$ cat config.mk
export PLATFORM = sky130hd
export DESIGN_NAME = ssr_sync_router
export DESIGN_NICKNAME = d
export VERILOG_FILES = /design/src/ssr_pkg.sv /design/src/ssr_sync_router.sv /design/src/ssr_clock_select.sv
export SDC_FILE = /design/constraint.sdc
export NUM_CORES = 1
export LEC_CHECK = 0
export BUFFER_PORTS_ARGS = -buffer_cell sky130_fd_sc_hd__buf_2
export CAP_MARGIN = 0
export CORE_MARGIN = 10
export CORE_UTILIZATION = 45
export DETAILED_ROUTE_END_ITERATION = 12
export HOLD_SLACK_MARGIN = 0.1
export PLACE_DENSITY_LB_ADDON = 0.25
export REMOVE_ABC_BUFFERS = 1
export SYNTH_ARGS = -nofsm -noshare
export SYNTH_HDL_FRONTEND = slang
export SYNTH_SLANG_ARGS = --single-unit
$ cat constraint.sdc
create_clock -name clk_sys -period 1.41 [get_ports clk_sys]
set_input_delay 0.141 -clock clk_sys [delete_from_list [all_inputs] [get_ports clk_sys]]
set_output_delay 0.141 -clock clk_sys [all_outputs]
set_load 0.03 [all_outputs]
$ cat src/ssr_pkg.sv
// constants, enums and carriers shared by the sync router files
`default_nettype none
package ssr_pkg;

  typedef enum logic [1:0] {
    ROUTE_FRONT_TO_BACKPLANE = 2'h1,
    ROUTE_BACKPLANE_TO_FRONT = 2'h2
  } ssr_route_e;

  typedef enum logic [3:0] {
    SYNC_DRIVE_NONE           = 4'h1,
    SYNC_DRIVE_BOTH           = 4'h2,
    SYNC_DRIVE_FRONT_ONLY     = 4'h4,
    SYNC_DRIVE_BACKPLANE_ONLY = 4'h8
  } ssr_drive_e;

  typedef enum logic [2:0] {
    CLK_SOURCE_FRONT            = 3'h1,
    CLK_SOURCE_BACKPLANE        = 3'h2,
    DIVIDED_SAMPLE_CLOCK_SOURCE = 3'h4
  } ssr_clksrc_e;

  typedef struct packed {
    ssr_route_e  route;
    ssr_drive_e  drive;
    ssr_clksrc_e clkSrc;
  } ssr_cfg_s;

  typedef struct packed {
    logic frontOut;
    logic frontOe_n;
    logic backplaneOut;
    logic backplaneOe_n;
  } ssr_pin_s;

  localparam ssr_route_e  SSR_ROUTE_RESET  = ROUTE_FRONT_TO_BACKPLANE;
  localparam ssr_drive_e  SSR_DRIVE_RESET  = SYNC_DRIVE_NONE;
  localparam ssr_clksrc_e SSR_CLKSRC_RESET = DIVIDED_SAMPLE_CLOCK_SOURCE;
  localparam ssr_pin_s    SSR_PIN_RESET    = 4'h5;

  // half period of the divided sample clock, in clk_sys cycles
  localparam int unsigned SSR_DIV_WIDTH       = 4;
  localparam logic [3:0]  SSR_DIV_HALF_PERIOD = 4'h4;
  localparam logic [3:0]  SSR_DIV_ONE         = 4'h1;

endpackage : ssr_pkg
`default_nettype wire

$ cat src/ssr_sync_router.sv
// sync signal router between front panel and backplane sync lines
// Notes on behaviour
// - front-to-backplane route passes front sync onto the backplane line
// - backplane-to-front route passes backplane sync onto front connectors
// - drive select none: own sync goes nowhere
// - drive select both: own sync on front and backplane together
// - drive select front only: own sync on front, never on backplane
// - drive select backplane only: own sync on backplane, never on front
// - route selection is held and read back unchanged
// - drive selection is held and read back unchanged
// - sync clock comes from front, backplane or divided sample clock
`default_nettype none
module ssr_sync_router
  import ssr_pkg::*;
(
  input  wire logic       clk_sys,           // system clock, 25 MHz
  input  wire logic       rst_n,             // async reset, active low
  input  wire logic       en,                // clock enable, freezes state
  input  wire logic       routeWrite,        // route select write strobe
  input  wire logic [1:0] routeValue,        // route select value
  input  wire logic       driveWrite,        // drive select write strobe
  input  wire logic [3:0] driveValue,        // drive select value
  input  wire logic       clockWrite,        // clock source write strobe
  input  wire logic [2:0] clockValue,        // clock source value
  input  wire logic       syncOwn,           // module's own sync level
  input  wire logic       frontSyncIn,       // front sync pin level
  input  wire logic       backplaneSyncIn,   // backplane sync pin level
  input  wire logic       frontClkIn,        // front panel clock level
  input  wire logic       backplaneClkIn,    // backplane clock level
  output var  logic       frontSyncOut,      // front sync drive value
  output var  logic       frontSyncOe_n,     // front sync enable, low drives
  output var  logic       backplaneSyncOut,  // backplane sync drive value
  output var  logic       backplaneSyncOe_n, // backplane enable, low drives
  output var  logic [1:0] routeReadback,     // current route select
  output var  logic [3:0] driveReadback,     // current drive select
  output var  logic [2:0] clockReadback,     // current clock source
  output var  logic       syncClk            // selected sync clock level
);

  ssr_cfg_s cfg_reg;
  ssr_cfg_s cfg_next;
  ssr_pin_s pin_reg;
  ssr_pin_s pin_next;
  logic     driveFront;
  logic     driveBack;
  logic     bridgeToFront;
  logic     bridgeToBack;

  // selection state; illegal codes are dropped so readback stays legal
  always_comb begin
    cfg_next = cfg_reg;
    if (en && routeWrite) begin
      case (routeValue)
        ROUTE_FRONT_TO_BACKPLANE,
        ROUTE_BACKPLANE_TO_FRONT: cfg_next.route = ssr_route_e'(routeValue);
        default:                  cfg_next.route = cfg_reg.route;
      endcase
    end
    if (en && driveWrite) begin
      case (driveValue)
        SYNC_DRIVE_NONE,
        SYNC_DRIVE_BOTH,
        SYNC_DRIVE_FRONT_ONLY,
        SYNC_DRIVE_BACKPLANE_ONLY: cfg_next.drive = ssr_drive_e'(driveValue);
        default:                   cfg_next.drive = cfg_reg.drive;
      endcase
    end
    if (en && clockWrite) begin
      case (clockValue)
        CLK_SOURCE_FRONT,
        CLK_SOURCE_BACKPLANE,
        DIVIDED_SAMPLE_CLOCK_SOURCE:
          cfg_next.clkSrc = ssr_clksrc_e'(clockValue);
        default:                     cfg_next.clkSrc = cfg_reg.clkSrc;
      endcase
    end
  end

  always_ff @(posedge clk_sys or negedge rst_n) begin
    if (!rst_n) begin
      cfg_reg <= '{SSR_ROUTE_RESET, SSR_DRIVE_RESET, SSR_CLKSRC_RESET};
    end else begin
      cfg_reg <= cfg_next;
    end
  end

  // pins are decoded from the next selection so a write acts on the
  // same edge that stores it, avoiding one stale cycle on the lines
  always_comb begin
    driveFront    = 1'b0;
    driveBack     = 1'b0;
    case (cfg_next.drive)
      SYNC_DRIVE_NONE: begin
        driveFront = 1'b0;
        driveBack  = 1'b0;
      end
      SYNC_DRIVE_BOTH: begin
        driveFront = 1'b1;
        driveBack  = 1'b1;
      end
      SYNC_DRIVE_FRONT_ONLY: begin
        driveFront = 1'b1;
        driveBack  = 1'b0;
      end
      SYNC_DRIVE_BACKPLANE_ONLY: begin
        driveFront = 1'b0;
        driveBack  = 1'b1;
      end
      default: begin
        driveFront = 1'b0;
        driveBack  = 1'b0;
      end
    endcase
    bridgeToBack  = (cfg_next.route == ROUTE_FRONT_TO_BACKPLANE);
    bridgeToFront = (cfg_next.route == ROUTE_BACKPLANE_TO_FRONT);
    pin_next = pin_reg;
    if (en) begin
      // bridged level and own sync share a pin as a wired OR
      pin_next.frontOut      = (driveFront & syncOwn)
                             | (bridgeToFront & backplaneSyncIn);
      pin_next.frontOe_n     = ~(driveFront | bridgeToFront);
      pin_next.backplaneOut  = (driveBack & syncOwn)
                             | (bridgeToBack & frontSyncIn);
      pin_next.backplaneOe_n = ~(driveBack | bridgeToBack);
    end
  end

  always_ff @(posedge clk_sys or negedge rst_n) begin
    if (!rst_n) begin
      pin_reg <= SSR_PIN_RESET;
    end else begin
      pin_reg <= pin_next;
    end
  end

  ssr_clock_select u_clock_select (
    .clk_sys  (clk_sys),
    .rst_n    (rst_n),
    .en       (en),
    .clkSrc   (cfg_reg.clkSrc),
    .frontClk (frontClkIn),
    .backClk  (backplaneClkIn),
    .syncClk  (syncClk)
  );

  assign frontSyncOut      = pin_reg.frontOut;
  assign frontSyncOe_n     = pin_reg.frontOe_n;
  assign backplaneSyncOut  = pin_reg.backplaneOut;
  assign backplaneSyncOe_n = pin_reg.backplaneOe_n;
  assign routeReadback     = cfg_reg.route;
  assign driveReadback     = cfg_reg.drive;
  assign clockReadback     = cfg_reg.clkSrc;
endmodule : ssr_sync_router
`default_nettype wire

$ cat src/ssr_clock_select.sv
// sync clock source selector with built-in divider of the sample clock
`default_nettype none
module ssr_clock_select
  import ssr_pkg::*;
(
  input  wire logic        clk_sys,    // system clock, 25 MHz
  input  wire logic        rst_n,      // async reset, active low
  input  wire logic        en,         // clock enable, freezes state
  input  wire ssr_clksrc_e clkSrc,     // selected source
  input  wire logic        frontClk,   // front panel clock level
  input  wire logic        backClk,    // backplane clock level
  output var  logic        syncClk     // selected sync clock level
);

  logic [SSR_DIV_WIDTH-1:0] divCount_reg;
  logic [SSR_DIV_WIDTH-1:0] divCount_next;
  logic                     divClk_reg;
  logic                     divClk_next;
  logic                     syncClk_reg;
  logic                     syncClk_next;

  always_comb begin
    divCount_next = divCount_reg;
    divClk_next   = divClk_reg;
    syncClk_next  = syncClk_reg;
    if (en) begin
      if (divCount_reg == SSR_DIV_HALF_PERIOD - SSR_DIV_ONE) begin
        divCount_next = '0;
        divClk_next   = ~divClk_reg;
      end else begin
        divCount_next = divCount_reg + SSR_DIV_ONE;
      end
      case (clkSrc)
        CLK_SOURCE_FRONT:            syncClk_next = frontClk;
        CLK_SOURCE_BACKPLANE:        syncClk_next = backClk;
        DIVIDED_SAMPLE_CLOCK_SOURCE: syncClk_next = divClk_reg;
        default:                     syncClk_next = 1'b0;
      endcase
    end
  end

  always_ff @(posedge clk_sys or negedge rst_n) begin
    if (!rst_n) begin
      divCount_reg <= '0;
      divClk_reg   <= 1'b0;
      syncClk_reg  <= 1'b0;
    end else begin
      divCount_reg <= divCount_next;
      divClk_reg   <= divClk_next;
      syncClk_reg  <= syncClk_next;
    end
  end

  assign syncClk = syncClk_reg;
endmodule : ssr_clock_select
`default_nettype wire

==> impl_metrics.yaml <==
yosys:
  avgSynthCellArea_um2: 8.93
  synth_cells: 125
  synth_ff_type: "dfrtp_1"
  syn_area_mm2: 0.00112
  async_flop_share_pct: 100
  ys_warn_count: 0
  seq_area_frac_synth_pct: 43.2
  synth-seq-cells: 19
  synth-edff-count: 0
  ys_types: 39
layout:
  area_growth_pct: 29.9
  fillers: 200
  drive_above_1_share_pct: 35.7
  fin_util_pct: 63.1
  num_antenna_cells: 0
  final_nets: 193
die:
  die-area_mm2: 0.00487
  initial_core_util_pct: 48.6
  die_height_um: 69.8
  rows: 17
  coreArea_mm2: 0.00230
  io_pins: 34
  die_w_um: 69.8
drt:
  vias: 1096
  drc_errors: 0
  drt_first_pass_iters: 4
  routed_wl_mm: 2.92
  vias_per_cell: 5.51
  drt_iter0_markers: 73
  drt-wirelength-per-cell_um: 14.7
  antenna_left: 0
critical_path:
  crit_required_ns: 1.60
  startpoint_type: "register"
  crit_fanout: 2
  ff2ff_path_depth: 6
  r2r-end: "frontSyncOut"
  cp.arrival_ns: 1.62
  crit_type: "reg -> reg"
  cp-startpoint: "driveReadback[0]"
  end_kind: "register"
  rr_startpoint: "driveReadback[0]"
  r2r_slack_ns: -0.02
placed_design:
  gp_congestion: 0.830
  port-buffer-count: 33
  dp_hpwl_mm: 2.29
status:
  violations: "setup timing"
  status: "finished with violations"
timing:
  finalSetupViolations: 1
  min_period_ns: 1.43
  fin_worst_skew_ns: 0.00282
  hold_viol: 0
  max_slew.worst_pin.slew_ns: 0.432
  fmax_ghz: 0.698
  slew_viol_final: 0
  setup_ws_ns: -0.0221
  relSlewSlack_pct: 71.2
  rsz0062_at_grt: "true"
  finalCritPeriodShare_pct: 102
  setup_tns_ns: -0.0221
min_path:
  hold_class: "in -> reg"
  hold_start: "syncOwn"
  hold_path_depth: 2
  hold_path_end: "backplaneSyncOut"
pwr:
  power_frac_clock_pct: 17.4
  ir_drop_v: 0.000891
  p_seq_share_pct: 46.2
  p_sw_uw: 598
  cellPowerDensity_mw_per_mm2: 1100
  switching_share_pct: 37.3
  pwr-share-comb_pct: 36.4
  internal_power_uw: 1000
  p_leak_uw: 0.000703
cts:
  cts.path.max_buffers: 2
  numCtsBuffers: 3
  clock_sinks: 19
  htreeDepth: 1
  worstSkewPairLatency_ns: 0.30
  cts_root_buffer: "clkbuf_4"
  clkSlewWorstSetupHoldPaths_ns: 0.11
  tritoncts: "yes"
global_routing:
  grt_pass1_wl_mm: 5.04
  antenna_found_initial: 0
  grt_max_degree: 20
  grt_pass1_vias: 1116
  grt_util_all_layers_pct: 11.9
  grt_overflow_total: 0
run:
  maxCapViolCount: 0
==> worst max path at each step <==
stage | cells after the start | end
2_1_floorplan | 5 | backplaneSyncOut
3_3_place_gp | 7 | frontSyncOut
3_5_place_dp | 7 | frontSyncOut
4_1_cts | 6 | frontSyncOut
5_1_grt | 6 | frontSyncOut
6_report | 6 | frontSyncOut
==> cell usage after synthesis, types with 2 or more instances <==
cell type / n / share of area [%]
a31oi_1: 4 / 2.2
a21oi_1: 5 / 2.2
a21o_1: 2 / 1.3
and3b_1: 3 / 2.4
nand2_1: 16 / 5.4
inv_1: 6 / 2.0
xnor2_1: 3 / 2.4
buf_4: 2 / 1.3
o31ai_1: 2 / 1.3
clkbuf_1: 2 / 0.67
a32o_2: 3 / 3.0
o21ai_0: 13 / 5.8
nor2_1: 10 / 3.4
nand3b_1: 2 / 1.3
or3_1: 3 / 1.7
nand4_1: 3 / 1.7
nand3_1: 3 / 1.3
dfstp_2: 5 / 12
xor2_1: 2 / 1.6
nor2b_1: 2 / 1.1
o2111ai_1: 2 / 1.6
dfrtp_1: 14 / 31
nand2b_1: 2 / 1.1
==> power groups by stage <==
stage | Combinational, uW | Clock, uW | Sequential, uW
CTS | 586 | 288 | 740
detailed placement | 566 | 0 | 750
global placement | 548 | 0 | 743
floorplan | 245 | 0 | 858
global route | 650 | 306 | 754
finish | 584 | 278 | 740
==> final cells by class <==
type	instances	area (um^2)	share of cell area, %
multi-input combinational	94	591	40.7
sequential	19	482	33.2
timing repair buffer	48	293	20.2
tap	28	35.0	2.42
clock buffer	3	22.5	1.55
inverter	6	22.5	1.55
clock inverter	1	5.00	0.345
==> layout by cell type, fill, tap and decap left out, types with 2 or more instances in the layout <==
cell type and n:
dfstp_2 5, dlygate4sd3_1 6, dfrtp_1 14, nand4_1 3
nor2_1 10, nand2b_1 2, o21ai_0 12, clkbuf_4 3
nand3b_1 2, o2111ai_1 2, xnor2_1 3, o21ai_2 2
a31oi_1 4, a32o_2 3, or3_4 2, buf_2 33
and3b_1 3, nor2b_1 2, a21o_1 2, o31ai_1 2
buf_4 9, a21oi_1 5, nand2_1 16, inv_1 5
nand3_1 3, xor2_1 2
==> worst max-delay path, cell delays in order, from the launching register on <==
cell and delay (ns):
dfstp_2 0.56, inv_2 0.04, or3_4 0.32, nand4b_1 0.12
buf_4 0.13, or3_4 0.11, o21ai_2 0.05
==> logic make-up (layout without fill, tap and decap cells) <==
group,Yosys count,in the layout,synth area share [%]
muxes,2,2,1.91
DFF,19,19,43.2
xor gates and xnor gates,5,5,3.92
buffers and inverters,12,58,5.49
and+or+nand+nor,48,48,22.1
adders and majority gates,1,1,1.12
AOI/OAI and AO/OA,38,38,22.3
==> routing by layer <==
layer	vias up	track usage [%]	share of wire [%]
met5	-	0	0
met4	0	5.00	0.58
met1	517	13.7	44
met2	34	20.1	49
met3	2	3.28	6.3
li1	543	-	-
==> repair_timing <==
action	CTS	global route
resized for setup	4	2
buffers inserted	0	0
hold buffers	6	0
pin swaps	5	2
endpoints found under the setup margin	3	4
hold endpoints to repair	25	0
gates cloned	0	0
==> stage by stage <==
stage / setup slack (ns) / hold slack (ns) / area, um^2 / power, uW / cells
6_report: -0.0221 / 0.109 / 1450 / 1600 / 199
5_1_grt: -0.0970 / 0.103 / 1450 / 1710 / 199
4_1_cts: -0.0348 / 0.100 / 1440 / 1610 / 199
3_5_place_dp: -0.118 / 0.110 / 1350 / 1320 / 189
3_3_place_gp: -0.0496 / 0.107 / 1350 / 1290 / 189
2_1_floorplan: -0.160 / -0.155 / 1080 / 1100 / 119
Note: power is estimated with default switching activity, not from simulation.
